$ cat config.mk
export PLATFORM = sky130hd
export DESIGN_NAME = jtbs_tap
export DESIGN_NICKNAME = d
export VERILOG_FILES = /design/src/hw/jtbs_pkg.sv /design/src/hw/jtbs_sync.sv /design/src/hw/jtbs_fifo.sv /design/src/hw/jtbs_tap.sv
export SDC_FILE = /design/constraint.sdc
export NUM_CORES = 1
export LEC_CHECK = 0
export ABC_AREA = 1
export ABC_CLOCK_PERIOD_IN_PS = 11700
export BUFFER_PORTS_ARGS = -buffer_cell sky130_fd_sc_hd__buf_2
export CAP_MARGIN = 25
export CORE_UTILIZATION = 56
export DETAILED_ROUTE_END_ITERATION = 12
export GPL_TIMING_DRIVEN = 1
export PLACE_DENSITY = 0.73
export SYNTH_ARGS = -nofsm -noshare
export SYNTH_HDL_FRONTEND = slang
export SYNTH_SLANG_ARGS = --single-unit
$ cat constraint.sdc
create_clock -name clk -period 11.7 [get_ports clk]
set_input_delay 2.34 -clock clk [delete_from_list [all_inputs] [get_ports clk]]
set_output_delay 2.34 -clock clk [all_outputs]
set_load 0.005 [all_outputs]
$ cat src/hw/jtbs_pkg.sv
// Constants, opcodes, state codes and field layouts for the boundary scan TAP.
// Assumes every user includes nothing and refers to items as jtbs_pkg::name.
package jtbs_pkg;

   // ----------------------------------------------------------------
   // Sizes
   // ----------------------------------------------------------------
   localparam int NUM_IO = 4;               // I/O cells on the device
   localparam int CELLS_PER_IO = 3;         // Input, output and enable cell
   localparam int BSR_LEN = NUM_IO * CELLS_PER_IO;
   localparam int IR_W = 8;
   localparam int ID_W = 32;
   localparam int FIFO_DEPTH = 8;
   localparam int SYNC_STAGES = 2;

   // Cell position within one I/O group of the boundary register
   localparam int CELL_IN = 0;
   localparam int CELL_OUT = 1;
   localparam int CELL_OE = 2;

   // ----------------------------------------------------------------
   // Instruction opcodes
   // ----------------------------------------------------------------
   localparam logic [IR_W-1:0] OP_EXTEST = 8'h00;
   localparam logic [IR_W-1:0] OP_SAMPLE = 8'h01;
   localparam logic [IR_W-1:0] OP_CLAMP = 8'h05;
   localparam logic [IR_W-1:0] OP_HIGHZ = 8'h07;
   localparam logic [IR_W-1:0] OP_USERCODE = 8'h0E;
   localparam logic [IR_W-1:0] OP_IDCODE = 8'h0F;
   localparam logic [IR_W-1:0] OP_BYPASS = 8'hFF;
   localparam logic [IR_W-1:0] IR_CAPTURE = 8'h01;   // Fixed pattern loaded in Capture-IR

   // ----------------------------------------------------------------
   // Identification fields; all values arbitrary
   // ----------------------------------------------------------------
   localparam logic [3:0] ID_VERSION = 4'h1;
   localparam logic [15:0] ID_PART = 16'h0A5C;
   localparam logic [10:0] ID_MAKER = 11'h2B5;
   localparam logic ID_MARKER = 1'b1;
   localparam logic [ID_W-1:0] USER_RESET = 32'h00000000;

   // ----------------------------------------------------------------
   // Types
   // ----------------------------------------------------------------
   typedef enum logic [3:0] {
      TAP_RESET = 4'hF, TAP_IDLE = 4'hC,
      TAP_SEL_DR = 4'h7, TAP_CAP_DR = 4'h6, TAP_SH_DR = 4'h2, TAP_EX1_DR = 4'h1,
      TAP_PAU_DR = 4'h3, TAP_EX2_DR = 4'h0, TAP_UPD_DR = 4'h5,
      TAP_SEL_IR = 4'h4, TAP_CAP_IR = 4'hE, TAP_SH_IR = 4'hA, TAP_EX1_IR = 4'h9,
      TAP_PAU_IR = 4'hB, TAP_EX2_IR = 4'h8, TAP_UPD_IR = 4'hD
   } jtbs_tap_e;

   typedef enum logic [1:0] {
      SEL_BYPASS = 2'h0,
      SEL_ID = 2'h1,
      SEL_BSR = 2'h2
   } jtbs_sel_e;

endpackage

$ cat src/hw/jtbs_sync.sv
// Two-stage synchroniser for a group of asynchronous inputs.
// Assumes the inputs are levels that stay stable for several clk periods.
`timescale 1ns/10ps
module jtbs_sync #(
   parameter int W = 1
) (
   input wire logic clk,
   input wire logic rst_n,
   input wire logic [W-1:0] d,
   input wire logic [W-1:0] rst_val,
   output logic [W-1:0] q
);

   typedef struct packed {
      logic [W-1:0] s1;
      logic [W-1:0] s2;
   } jtbs_sync_s;

   jtbs_sync_s st;
   jtbs_sync_s next_st;

   // ----------------------------------------------------------------
   // Stages
   // ----------------------------------------------------------------
   // First stage feeds only the second stage
   always_comb
   begin
      next_st = st;
      next_st.s1 = d;
      next_st.s2 = st.s1;
   end

   // Reset to zero; rst_val is applied on the output side so no port feeds a reset
   always_ff @(posedge clk or negedge rst_n)
   begin
      if (!rst_n)
         st <= '0;
      else
         st <= next_st;
   end

   assign q = st.s2 ^ rst_val;

endmodule // jtbs_sync

$ cat src/hw/jtbs_fifo.sv
// Flip-flop FIFO with valid/ready on both sides.
// Assumes a single clock; pointers carry one extra wrap bit.
`timescale 1ns/10ps
module jtbs_fifo #(
   parameter int W = 32,
   parameter int DEPTH = 8
) (
   input wire logic clk,
   input wire logic rst_n,
   input wire logic in_valid,
   output logic in_ready,
   input wire logic [W-1:0] in_data,
   output logic out_valid,
   input wire logic out_ready,
   output logic [W-1:0] out_data
);

   localparam int AW = $clog2(DEPTH);

   typedef struct packed {
      logic [DEPTH-1:0][W-1:0] mem;
      logic [AW:0] wp;
      logic [AW:0] rp;
   } jtbs_fifo_s;

   jtbs_fifo_s st;
   jtbs_fifo_s next_st;
   logic full;
   logic empty;

   // ----------------------------------------------------------------
   // Flags
   // ----------------------------------------------------------------
   // Equal pointers mean empty; equal except wrap bit means full
   assign empty = (st.wp == st.rp);
   assign full = (st.wp[AW-1:0] == st.rp[AW-1:0]) && (st.wp[AW] != st.rp[AW]);
   assign in_ready = !full;
   assign out_valid = !empty;
   assign out_data = st.mem[st.rp[AW-1:0]];

   // ----------------------------------------------------------------
   // Pointer and storage update
   // ----------------------------------------------------------------
   always_comb
   begin
      next_st = st;
      if (in_valid && !full)
      begin
         next_st.mem[st.wp[AW-1:0]] = in_data;
         next_st.wp = st.wp + 1'b1;
      end
      if (out_ready && !empty)
         next_st.rp = st.rp + 1'b1;
   end

   always_ff @(posedge clk or negedge rst_n)
   begin
      if (!rst_n)
         st <= '0;
      else
         st <= next_st;
   end

endmodule // jtbs_fifo

$ cat src/hw/jtbs_tap.sv
// Boundary scan test access port: TAP controller, instruction register,
// bypass, identification and boundary scan data registers.
// Assumes tck, tms, tdi and pad inputs are asynchronous to clk and that tck
// runs well below a quarter of the clk rate, so every tck edge is seen.
// What this block does
// - Three data registers selectable: bypass, identification, boundary scan.
// - Bypass register sits in the path whenever no other register is addressed.
// - Identification register is 32 bits: marker, maker, part and version fields.
// - Three boundary cells per I/O, each with serial and parallel ports.
// - Boundary register observes and controls every I/O pin.
// - Sixteen-state controller with a 4-bit code, standard transition graph.
// - Transitions follow TMS sampled at rising TCK; host sets TMS beforehand.
// - Controller derives register controls from TMS and TCK.
// - Power-up lands in Test-Logic-Reset without any TCK edge.
// - Five TCK edges with TMS high reach Test-Logic-Reset from anywhere.
// - TRST forces Test-Logic-Reset asynchronously.
// - No entry into test mode while the freeze pin is asserted.
// - Opcodes EXTEST 00, SAMPLE/PRELOAD 01, BYPASS FF are decoded.
// - Opcode 0F is IDCODE, selecting the identification register.
// - Opcodes HIGHZ 07, USERCODE 0E and CLAMP 05 are decoded.
// - All boundary cells form one chain from TDI to TDO.
// - Test port is TCK, TDI, TDO, TMS and TRST.
`timescale 1ns/10ps
module jtbs_tap (
   input wire logic clk,
   input wire logic rst_n,
   input wire logic tck,
   input wire logic tms,
   input wire logic tdi,
   input wire logic trst_n,
   output logic tdo,
   output logic tdo_oe,
   input wire logic freeze,
   input wire logic [jtbs_pkg::NUM_IO-1:0] core_out,
   input wire logic [jtbs_pkg::NUM_IO-1:0] core_oe,
   output logic [jtbs_pkg::NUM_IO-1:0] core_in,
   input wire logic [jtbs_pkg::NUM_IO-1:0] pad_in,
   output logic [jtbs_pkg::NUM_IO-1:0] pad_out,
   output logic [jtbs_pkg::NUM_IO-1:0] pad_oe,
   input wire logic user_valid,
   output logic user_ready,
   input wire logic [jtbs_pkg::ID_W-1:0] user_data,
   output logic [3:0] tap_state,
   output logic test_active
);

   localparam int N = jtbs_pkg::NUM_IO;
   localparam int L = jtbs_pkg::BSR_LEN;
   localparam int IW = jtbs_pkg::IR_W;
   localparam int DW = jtbs_pkg::ID_W;

   typedef struct packed {
      jtbs_pkg::jtbs_tap_e state;
      logic tck_d;
      logic [IW-1:0] ir;
      logic [IW-1:0] ir_sh;
      logic byp;
      logic [DW-1:0] id_sh;
      logic [DW-1:0] user_code;
      logic [L-1:0] bsr_sh;
      logic [L-1:0] bsr_upd;
      logic tdo;
      logic tdo_oe;
   } jtbs_tap_s;

   jtbs_tap_s st;
   jtbs_tap_s next_st;

   logic tck_s;
   logic tms_s;
   logic tdi_s;
   logic freeze_s;
   logic [N-1:0] pad_s;
   logic tck_rise;
   logic tck_fall;
   logic tap_rst_n;
   logic [L-1:0] bsr_cap;
   logic [DW-1:0] id_word;
   logic fifo_valid;
   logic fifo_pop;
   logic [DW-1:0] fifo_data;
   jtbs_pkg::jtbs_sel_e sel;
   logic drive_pads;
   logic pads_off;

   // ----------------------------------------------------------------
   // Input synchronisers
   // ----------------------------------------------------------------
   // The tck, tms, tdi, freeze and pad inputs come from outside the clk domain
   jtbs_sync #(.W(4 + N)) u_sync (
      .clk(clk),
      .rst_n(rst_n),
      .d({tck, tms, tdi, freeze, pad_in}),
      .rst_val({4'h0, {N{1'b0}}}),
      .q({tck_s, tms_s, tdi_s, freeze_s, pad_s})
   );

   // Edge detection of the sampled test clock
   assign tck_rise = tck_s && !st.tck_d;
   assign tck_fall = !tck_s && st.tck_d;

   // TRST acts without any clock, as does power-up reset
   assign tap_rst_n = rst_n & trst_n;

   // ----------------------------------------------------------------
   // User code queue
   // ----------------------------------------------------------------
   // Each Capture-DR under USERCODE takes the next queued word; the
   // source stalls on user_ready once eight words wait
   jtbs_fifo #(.W(DW), .DEPTH(jtbs_pkg::FIFO_DEPTH)) u_fifo (
      .clk(clk),
      .rst_n(rst_n),
      .in_valid(user_valid),
      .in_ready(user_ready),
      .in_data(user_data),
      .out_valid(fifo_valid),
      .out_ready(fifo_pop),
      .out_data(fifo_data)
   );

   // ----------------------------------------------------------------
   // Instruction decode
   // ----------------------------------------------------------------
   // Unlisted opcodes fall to bypass, as do BYPASS, HIGHZ and CLAMP
   always_comb
   begin
      case (st.ir)
         jtbs_pkg::OP_EXTEST,
         jtbs_pkg::OP_SAMPLE: sel = jtbs_pkg::SEL_BSR;
         jtbs_pkg::OP_IDCODE,
         jtbs_pkg::OP_USERCODE: sel = jtbs_pkg::SEL_ID;
         default: sel = jtbs_pkg::SEL_BYPASS;
      endcase
   end

   assign drive_pads = (st.ir == jtbs_pkg::OP_EXTEST) || (st.ir == jtbs_pkg::OP_CLAMP);
   assign pads_off = (st.ir == jtbs_pkg::OP_HIGHZ);

   // Identification word: version, part, maker, marker
   assign id_word = {jtbs_pkg::ID_VERSION, jtbs_pkg::ID_PART, jtbs_pkg::ID_MAKER,
                     jtbs_pkg::ID_MARKER};

   // ----------------------------------------------------------------
   // Boundary cells
   // ----------------------------------------------------------------
   // Capture sees the pin for inputs and the core for output and enable
   always_comb
   begin
      bsr_cap = '0;
      for (int i = 0; i < N; i++)
      begin
         bsr_cap[i * 3 + jtbs_pkg::CELL_IN] = pad_s[i];
         bsr_cap[i * 3 + jtbs_pkg::CELL_OUT] = core_out[i];
         bsr_cap[i * 3 + jtbs_pkg::CELL_OE] = core_oe[i];
      end
   end

   // Parallel outputs of the update stage steer pads and core
   always_comb
   begin
      pad_out = core_out;
      pad_oe = core_oe;
      core_in = pad_s;
      for (int i = 0; i < N; i++)
      begin
         if (drive_pads)
         begin
            pad_out[i] = st.bsr_upd[i * 3 + jtbs_pkg::CELL_OUT];
            pad_oe[i] = st.bsr_upd[i * 3 + jtbs_pkg::CELL_OE];
         end
         if (pads_off)
            pad_oe[i] = 1'b0;
         if (st.ir == jtbs_pkg::OP_EXTEST)
            core_in[i] = st.bsr_upd[i * 3 + jtbs_pkg::CELL_IN];
      end
   end

   // ----------------------------------------------------------------
   // Controller transition graph
   // ----------------------------------------------------------------
   function automatic jtbs_pkg::jtbs_tap_e tap_next(input jtbs_pkg::jtbs_tap_e s, input logic m);
      jtbs_pkg::jtbs_tap_e n;
      n = jtbs_pkg::TAP_RESET;
      case (s)
         jtbs_pkg::TAP_RESET: n = m ? jtbs_pkg::TAP_RESET : jtbs_pkg::TAP_IDLE;
         jtbs_pkg::TAP_IDLE: n = m ? jtbs_pkg::TAP_SEL_DR : jtbs_pkg::TAP_IDLE;
         jtbs_pkg::TAP_SEL_DR: n = m ? jtbs_pkg::TAP_SEL_IR : jtbs_pkg::TAP_CAP_DR;
         jtbs_pkg::TAP_CAP_DR: n = m ? jtbs_pkg::TAP_EX1_DR : jtbs_pkg::TAP_SH_DR;
         jtbs_pkg::TAP_SH_DR: n = m ? jtbs_pkg::TAP_EX1_DR : jtbs_pkg::TAP_SH_DR;
         jtbs_pkg::TAP_EX1_DR: n = m ? jtbs_pkg::TAP_UPD_DR : jtbs_pkg::TAP_PAU_DR;
         jtbs_pkg::TAP_PAU_DR: n = m ? jtbs_pkg::TAP_EX2_DR : jtbs_pkg::TAP_PAU_DR;
         jtbs_pkg::TAP_EX2_DR: n = m ? jtbs_pkg::TAP_UPD_DR : jtbs_pkg::TAP_SH_DR;
         jtbs_pkg::TAP_UPD_DR: n = m ? jtbs_pkg::TAP_SEL_DR : jtbs_pkg::TAP_IDLE;
         jtbs_pkg::TAP_SEL_IR: n = m ? jtbs_pkg::TAP_RESET : jtbs_pkg::TAP_CAP_IR;
         jtbs_pkg::TAP_CAP_IR: n = m ? jtbs_pkg::TAP_EX1_IR : jtbs_pkg::TAP_SH_IR;
         jtbs_pkg::TAP_SH_IR: n = m ? jtbs_pkg::TAP_EX1_IR : jtbs_pkg::TAP_SH_IR;
         jtbs_pkg::TAP_EX1_IR: n = m ? jtbs_pkg::TAP_UPD_IR : jtbs_pkg::TAP_PAU_IR;
         jtbs_pkg::TAP_PAU_IR: n = m ? jtbs_pkg::TAP_EX2_IR : jtbs_pkg::TAP_PAU_IR;
         jtbs_pkg::TAP_EX2_IR: n = m ? jtbs_pkg::TAP_UPD_IR : jtbs_pkg::TAP_SH_IR;
         jtbs_pkg::TAP_UPD_IR: n = m ? jtbs_pkg::TAP_SEL_DR : jtbs_pkg::TAP_IDLE;
         default: n = jtbs_pkg::TAP_RESET;
      endcase
      return n;
   endfunction

   // The USERCODE capture drains one queued word when there is one
   assign fifo_pop = tck_rise && (st.state == jtbs_pkg::TAP_CAP_DR) &&
                     (st.ir == jtbs_pkg::OP_USERCODE);

   // ----------------------------------------------------------------
   // Next-state logic
   // ----------------------------------------------------------------
   // Register actions happen at the rising test clock edge in the state
   // being left, which matches the standard's capture/shift/update timing
   always_comb
   begin
      next_st = st;
      next_st.tck_d = tck_s;
      if (tck_rise)
      begin
         next_st.state = tap_next(st.state, tms_s);
         case (st.state)
            jtbs_pkg::TAP_RESET: next_st.ir = jtbs_pkg::OP_IDCODE;
            jtbs_pkg::TAP_CAP_IR: next_st.ir_sh = jtbs_pkg::IR_CAPTURE;
            jtbs_pkg::TAP_SH_IR: next_st.ir_sh = {tdi_s, st.ir_sh[IW-1:1]};
            jtbs_pkg::TAP_UPD_IR: next_st.ir = st.ir_sh;
            jtbs_pkg::TAP_CAP_DR:
            begin
               case (sel)
                  jtbs_pkg::SEL_BSR: next_st.bsr_sh = bsr_cap;
                  jtbs_pkg::SEL_ID:
                  begin
                     if (st.ir == jtbs_pkg::OP_USERCODE)
                     begin
                        // Empty queue repeats the last word rather than stalling the test
                        next_st.id_sh = fifo_valid ? fifo_data : st.user_code;
                        if (fifo_valid)
                           next_st.user_code = fifo_data;
                     end
                     else
                        next_st.id_sh = id_word;
                  end
                  default: next_st.byp = 1'b0;
               endcase
            end
            jtbs_pkg::TAP_SH_DR:
            begin
               case (sel)
                  jtbs_pkg::SEL_BSR: next_st.bsr_sh = {tdi_s, st.bsr_sh[L-1:1]};
                  jtbs_pkg::SEL_ID: next_st.id_sh = {tdi_s, st.id_sh[DW-1:1]};
                  default: next_st.byp = tdi_s;
               endcase
            end
            jtbs_pkg::TAP_UPD_DR:
            begin
               // SAMPLE/PRELOAD also updates, so EXTEST starts from preloaded values
               if (sel == jtbs_pkg::SEL_BSR)
                  next_st.bsr_upd = st.bsr_sh;
            end
            default: next_st.byp = st.byp;
         endcase
      end
      // Serial output moves on the falling test clock edge only
      if (tck_fall)
      begin
         next_st.tdo_oe = (st.state == jtbs_pkg::TAP_SH_DR) || (st.state == jtbs_pkg::TAP_SH_IR);
         if (st.state == jtbs_pkg::TAP_SH_IR)
            next_st.tdo = st.ir_sh[0];
         else
         begin
            case (sel)
               jtbs_pkg::SEL_BSR: next_st.tdo = st.bsr_sh[0];
               jtbs_pkg::SEL_ID: next_st.tdo = st.id_sh[0];
               default: next_st.tdo = st.byp;
            endcase
         end
      end
      // While frozen the controller is held in reset so test mode cannot start
      if (freeze_s)
      begin
         next_st.state = jtbs_pkg::TAP_RESET;
         next_st.ir = jtbs_pkg::OP_IDCODE;
         next_st.tdo_oe = 1'b0;
      end
   end

   // ----------------------------------------------------------------
   // State register
   // ----------------------------------------------------------------
   // Power-up or TRST resets without waiting for any tck edge
   always_ff @(posedge clk or negedge tap_rst_n)
   begin
      if (!tap_rst_n)
      begin
         st <= '0;
         st.state <= jtbs_pkg::TAP_RESET;
         st.ir <= jtbs_pkg::OP_IDCODE;
         st.user_code <= jtbs_pkg::USER_RESET;
         st.tck_d <= 1'b1; // A fall, never a rise, may follow reset
      end
      else
         st <= next_st;
   end

   // ----------------------------------------------------------------
   // Outputs
   // ----------------------------------------------------------------
   assign tdo = st.tdo;
   assign tdo_oe = st.tdo_oe;
   assign tap_state = st.state;
   assign test_active = drive_pads || pads_off;

endmodule // jtbs_tap

=== Word level (Yosys, flattened, before mapping) ===
Index checks and enable logic that the tools add are counted.

* Output and inout port bits: 20
* Bits of input ports: 52
* Word-level logic and storage cells: 155
* Bits in registers: 392

* Equality and inequality tests: 31
* $lt $le $gt $ge: 3
* Muxes and demuxes: 60
* Add/subtract/negate cells: 2
* Reduce and logical (&&, ||, !) cells: 35
* Bitwise logic cells: 1

{| class="wikitable"
|+ Operators by type and width
! cell !! count
|-
| 256-bit bitwise mux || 1
|-
| 32-bit two-way mux || 7
|-
| 105-bit two-way mux || 1
|-
| 32-bit binary-select mux with 3-bit select || 1
|-
| 32-bit demux with 3-bit select || 1
|-
| 64-bit two-way mux || 1
|-
| 32-bit one-hot mux with 2 select lines || 1
|-
| 12-bit two-way mux || 4
|-
| 4-bit one-hot mux with 12 select lines || 1
|-
| 4-bit == test, second input constant || 8
|-
| 8-bit one-hot mux with 2 select lines || 2
|-
| 12-bit one-hot mux with 2 select lines || 1
|-
| 1-bit two-way mux || 22
|-
| 4-bit by 3-bit == test with 1-bit output, second input constant || 4
|-
| 8-bit by 3-bit == test with 1-bit output, second input constant || 2
|-
| 8-bit by 4-bit == test with 1-bit output, second input constant || 2
|-
| 4-bit AND reduction || 4
|-
| 2-bit two-way mux || 6
|-
| 3-bit two-way mux || 4
|-
| 4-bit two-way mux || 3
|-
| 2-bit OR reduction || 5
|-
| 4-bit by 1-bit adder with 4-bit output, second input constant || 2
|-
| 4-bit by 2-bit == test with 1-bit output, second input constant || 2
|-
| 8-bit by 1-bit == test with 1-bit output, second input constant || 1
|-
| other kinds (24) || 46
|}

=== Depth between registers and ports, before layout ===
Gate-level depths: netlist of the first run.

* Depth in word-level cells: 9
* Gate-level depth with buffers: 13
* Mapped depth without buffers: 11

=== Modules after synthesis ===
Synthesis of the first run repeated with hierarchy kept, for this count alone.

* Cells, all modules: 2737
* Area total of the unflattened synthesis: 20388.3 µm²

{| class="wikitable"
|+ By module, submodules not included
! module !! instances !! seq. area each (µm²) !! area an instance (µm²) !! cells an instance
|-
| jtbs_fifo || 1 || 6606.3 || 13556.8 || 1771
|-
| jtbs_tap || 1 || 2813.9 || 6281.0 || 910
|-
| jtbs_sync || 1 || 400.4 || 550.5 || 56
|}

=== Worst setup path before layout of the first run ===
Ideal clock, no wire load.

* Kind: input to output
* From: input core_oe[3] (netlist name)
* To: output pad_oe[3] (netlist name)
* Arrival time: 2.506 ns
* Setup slack: 6.854 ns
* Stages on the path: 2
* Buffers on the path: 0
* Required time: 9.360 ns
* Cell sequence: inv_1 > a21oi_1

* Cells in the longest elaborated chain, start to end: 2

{| class="wikitable"
|+ RTL lines
! item !! RTL line !! source
|-
| from (decl) || jtbs_tap.sv:35 || <nowiki>input wire logic [jtbs_pkg::NUM_IO-1:0] core_oe,</nowiki>
|-
| 1-bit two-way mux || jtbs_tap.sv:166 || <nowiki>if (drive_pads)</nowiki>
|-
| 1-bit two-way mux || jtbs_tap.sv:171 || <nowiki>if (pads_off)</nowiki>
|-
| to (decl) || jtbs_tap.sv:39 || <nowiki>output logic [jtbs_pkg::NUM_IO-1:0] pad_oe,</nowiki>
|}

Every way passes these cells.

=== Worst setup path after layout of the first run ===
Same ends and word-level chain as after synthesis.

==> results of run 1 <==
==> power breakdown <==
| group | internal (mW) | switching (mW) | leakage, nW | total [mW] |
|---|---|---|---|---|
| Combinational | 0.387 | 0.690 | 4.32 | 1.08 |
| Sequential | 1.82 | 0.247 | 4.97 | 2.07 |
| Clock | 0.753 | 0.521 | 0.637 | 1.27 |
==> metrics by stage <==
stage | utilization | std cells | setup WS [ns]
2_1_floorplan | - | 2234 | 6.38
3_3_place_gp | 0.580 | 2626 | 6.63
3_5_place_dp | 0.580 | 2626 | 6.63
4_1_cts | 0.622 | 2702 | 6.63
5_1_grt | 0.623 | 2705 | 6.33
6_report | 0.623 | 2705 | 6.63
==> registers in the layout (all words and copies together), names as in the netlist <==
name and count:
st 106, u_sync.next_st 8, u_sync.st 8, tdo 1, tap_state 4, tdo_oe 1, u_fifo.st 264
==> layout make-up <==
class / count / area [um^2]
fillers: 2796 / 12000
flip-flops and latches: 392 / 9820
multi-input cells: 1528 / 6910
clock buffers: 70 / 1260
inverters: 187 / 707
well taps: 435 / 544
repair buffers: 87 / 502
clock inverters: 6 / 63.8
==> Yosys cell counts, types with 6 or more instances <==
cell and count:
a21o_1 14, a21oi_1 89, buf_1 8, buf_2 24
buf_4 30, buf_6 21, clkbuf_1 43, dfrtp_1 383
dfstp_2 9, inv_1 177, inv_2 8, nand2_1 729
nand2_8 7, nand3_1 193, nand4_1 6, nor2_1 118
nor3_1 8, o21ai_0 100, o21ai_1 210, o22ai_1 22
xor2_1 6
==> layer usage <==
layer	vias to the layer above	share of wire	global-route usage
met5	-	0	0
met4	0	0.025	0.0803
met3	73	0.052	0.0329
met2	405	0.46	0.446
met1	7216	0.46	0.391
li1	7202	-	-
==> cells in the final DEF (no fill, tap or decap), types with 22 or more instances in the layout <==
cell type	count
o22ai_1	22
inv_1	175
o21ai_1	210
a21oi_1	89
nand3_1	193
nand2_1	728
nor2_1	117
o21ai_0	100
clkbuf_16	43
buf_2	70
dfrtp_1	382
==> logic make-up after synthesis <==
kind of cell,synth area share
compound gates,0.125
xor+xnor,0.00288
fa+ha+maj,0.00275
buf+inv,0.0821
flops,0.539
mux,0.00247
simple gates,0.245
==> path summary, 6_finish.rpt <==
check,startpoint,endpoint,cells after the start
max in group asynchronous,rst_n,u_fifo.st[103],3
worst max register to register,st[106],st[30],12
min in group asynchronous,rst_n,u_fifo.st[139],1
worst max-delay path,core_oe[3],pad_oe[3],4
worst min register to register,u_sync.next_st[6],u_sync.st[6],0
worst min-delay path,u_sync.next_st[6],u_sync.st[6],0
==> critical path, cell delays in order <==
cell and delay (ns):
buf_2 0.08, inv_1 0.05, a21oi_1 0.12, buf_2 0.14
==> metrics.cfg, run 1 <==
[global_routing]
grt_use_total=0.275
grt_pass1_wl_um=73400
antenna_found_initial=0
grt-ovfl-total=0
grt_pass1_vias=14100
grt_max_degree=91

[sta]
rsz0062_at_grt=no
setup_viol=0
fin_crit_sh=0.433
skew_ns=0.0272
hold_viol_final=0
slew_headroom=0.281
tightest_slew_ns=1.08
drv_slew=0
timing.hold.ws_ns=0.353
timing.fmax_mhz=197
fin_crit_ns=5.07
fin_setup_tns_ns=0

[placement]
place_congestion=0.863
port_buffers=71
place_hpwl_um=24500
dpl-instance-area_um2=18400

[setup_path]
worstSetupEndpointType=primary output
start_kind=input pin
worstPathMaxFanout=2
worstSetupPathType=in -> out
critPathArrivalTime_ns=2.73
rrSetupSlack_ns=8.08
crit_required_ns=9.36

[yosys]
netlist-cell-type-count=35
synthTopCellsByArea=dfrtp_1, nand2_1, o21ai_1
syn-cell-area_um2=18200
yosysWarnings=0
yosys.area.top_type=dfrtp_1
yosysSeqAreaShare=0.539
ys.flop_type=dfrtp_1
synth_edf_count=0
synth_area_per_cell_um2=8.15
ys_ff_latch=392
synth_top_area_frac=0.526
syn_inst=2234
synthesis.nets=2290
async_flop_share=1.00

[floorplan]
start_util=0.573
core-area_um2=31800
rows=65
fp.dieH_um=182
io_pins=72
die_x_um=182
die-area_um2=33300

[detailed_routing]
wire_per_inst_um=16.4
drt_pass1_iterations=7
drt_iter0_markers=1376
drt.antenna.violating_nets=0
route.detailed.drc=0
routed_wirelength_um=44400
via_per_inst=5.51
route.vias.total=14900

[clocking]
clk_latency_ns=0.53
clkSlewWorstSetupHoldPaths_ns=0.06
cts_resized=0
postCtsSetupRepairBufs=0
cts_root_buf=clkbuf_16
cts_hold_buf=0
h-tree-depth=2
cts_max_path_buffers=3
cts_made_buffers=42
cts.sinks=392
cts_tree=yes

[status]
status=finished clean

[layout]
layout-drive-gt1-share=0.0819
finalInstanceArea_um2=19800
nets=2294
syn2layout_area_growth_pct=8.72
antennaDiodeCount=0

[run]
max-cap-violations=0

[power_and_ir_drop]
leakagePower_nw=9.93
peakVddDrop_mv=0.151
p_total_mw=4.42
p_per_area_nw_per_um2=223

[hold_path]
hold_path.class=reg -> reg

Note: power is estimated with default switching activity, not from simulation.
==> inputs of run 2 (changes only) <==
ABC_CLOCK_PERIOD_IN_PS = 4800   (was 11700)
clock period = 4.8 ns   (was 11.7 ns; I/O delays follow)
==> metrics.cfg, run 2 (same netlist as run 1, synthesis figures left out) <==
[status]
status=finished clean

[setup_path]
crit_chain=inv_1, nand4_2, a21oi_1, clkinv_1, o21ai_0, a21oi_1, buf_2
cp_slowest_cell=a21oi_1
slowest_delay_ns=0.65
path_common_cell=a21oi_1
crit_required_ns=3.84
critPathArrivalTime_ns=2.83
r2r-start=st[106]
crit_path_start=st[106]
cp_top_family=compound AO/OA/AOI/OAI gates
worstSetupEndpointType=primary output
worstPathMaxFanout=10
start_kind=flip-flop
cp_num_buf_inv=3
worstSetupPathType=reg -> out

[power_and_ir_drop]
p_per_area_nw_per_um2=552
p_int_mw=7.36
peakVddDrop_mv=0.434
clkPwrFrac=0.296
leakagePower_nw=10.0
sequentialPowerShare=0.460
p_sw_mw=3.63
swShare=0.330
combPwrFrac=0.244

[clocking]
h-tree-depth=2
cts_root_buf=clkbuf_16
clkSlewWorstSetupHoldPaths_ns=0.06
cts_max_path_buffers=3
cts.sinks=392
postCtsSetupRepairBufs=0
cts_made_buffers=42
cts_tree=yes
cts_hold_buf=0
clk_latency_ns=0.54
cts_resized=0

[layout]
finalInstanceArea_um2=19900
nets=2298
largest_register_ffs=264
layout_common_cells=nand2_1, dfrtp_1, o21ai_1, nand3_1, inv_1
antennaDiodeCount=0
layout_commonest_cell=nand2_1
top_regs=u_fifo.st (264), st (106)
regMostFlops=u_fifo.st
syn2layout_area_growth_pct=9.35
layout-drive-gt1-share=0.0859

[floorplan]
start_util=0.573
die-area_um2=33300
rows=65
core-area_um2=31800
die_x_um=182
io_pins=72
fp.dieH_um=182

[placement]
place_hpwl_um=25800
dpl-instance-area_um2=18500
port_buffers=71
place_congestion=0.870

[detailed_routing]
drt_pass1_iterations=8
route.vias.total=14900
routed_wirelength_um=44300
drt_iter0_markers=1257
via_per_inst=5.51
drt.antenna.violating_nets=0
wire_per_inst_um=16.4
route.detailed.drc=0

[sta]
hold_viol_final=0
fin_crit_ns=3.79
tightest_slew_ns=1.01
fin_crit_sh=0.790
skew_ns=0.0256
rsz0062_at_grt=no
setup_viol=0
fin_setup_tns_ns=0
slew_headroom=0.326
drv_slew=0
timing.fmax_mhz=264

[global_routing]
grt_pass1_vias=14500
antenna_found_initial=0
grt_use_total=0.275
grt_pass1_wl_um=73700
grt_max_degree=155
grt-ovfl-total=0

[run]
max-cap-violations=0

[hold_path]
hold_path.class=reg -> reg
hold_path_startpoint=u_sync.next_st[6]

[run 2: changes by cell type in the layout (fill, tap and decap cells not counted), sizes merged]
cell,change
clkbuf,-6
buf,+4
clkinv,+3
bufinv,+2
clkinvlp,-2
inv,-1
[run 2: area by class of cell]
class / count / area (um^2)
multi-input cells: 1528 / 6910
flip-flops and latches: 392 / 9820
clock inverters: 8 / 130
repair buffers: 91 / 544
fillers: 2732 / 11900
clock buffers: 64 / 1260
inverters: 187 / 707
well taps: 435 / 544
[run 2: power groups by stage]
stage          Combinational [mW]  Sequential (mW)  Clock (mW)
3_5_place_dp                 2.67             5.08           0
2_1_floorplan                2.15             4.93           0
3_3_place_gp                 2.55             5.04           0
4_1_cts                      2.69             5.04        3.30
5_1_grt                      3.10             5.20        3.44
6_report                     2.68             5.06        3.26
[run 2: worst paths after layout]
| path | to | slack, ns | cells after the start |
|---|---|---|---|
| worst min-delay path | u_sync.st[6] | 0.35 | 0 |
| worst min register to register | u_sync.st[6] | 0.35 | 0 |
| min in group asynchronous | u_fifo.st[139] | 0.37 | 1 |
| max in group asynchronous | st[107] | 2.79 | 4 |
| worst max register to register | st[73] | 1.53 | 10 |
| worst max-delay path | pad_oe[3] | 1.01 | 7 |
[run 2: through the flow]
step | hold slack, ns | instances | util | setup slack, ns | total power [mW]
finish | 0.346 | 2705 | 0.626 | 1.01 | 11.0
global route | 0.353 | 2705 | 0.626 | 0.774 | 11.7
CTS | 0.351 | 2704 | 0.626 | 1.01 | 11.0
detailed placement | 0.339 | 2632 | 0.582 | 1.63 | 7.75
global placement | 0.332 | 2631 | 0.582 | 1.44 | 7.59
floorplan | 0.331 | 2234 | - | 0.860 | 7.08
[run 2: per-layer routing]
layer	wire length (um)	track usage
met2	20300	0.448
met3	2510	0.0383
met4	1190	0.0867
met1	20200	0.381
met5	0	0
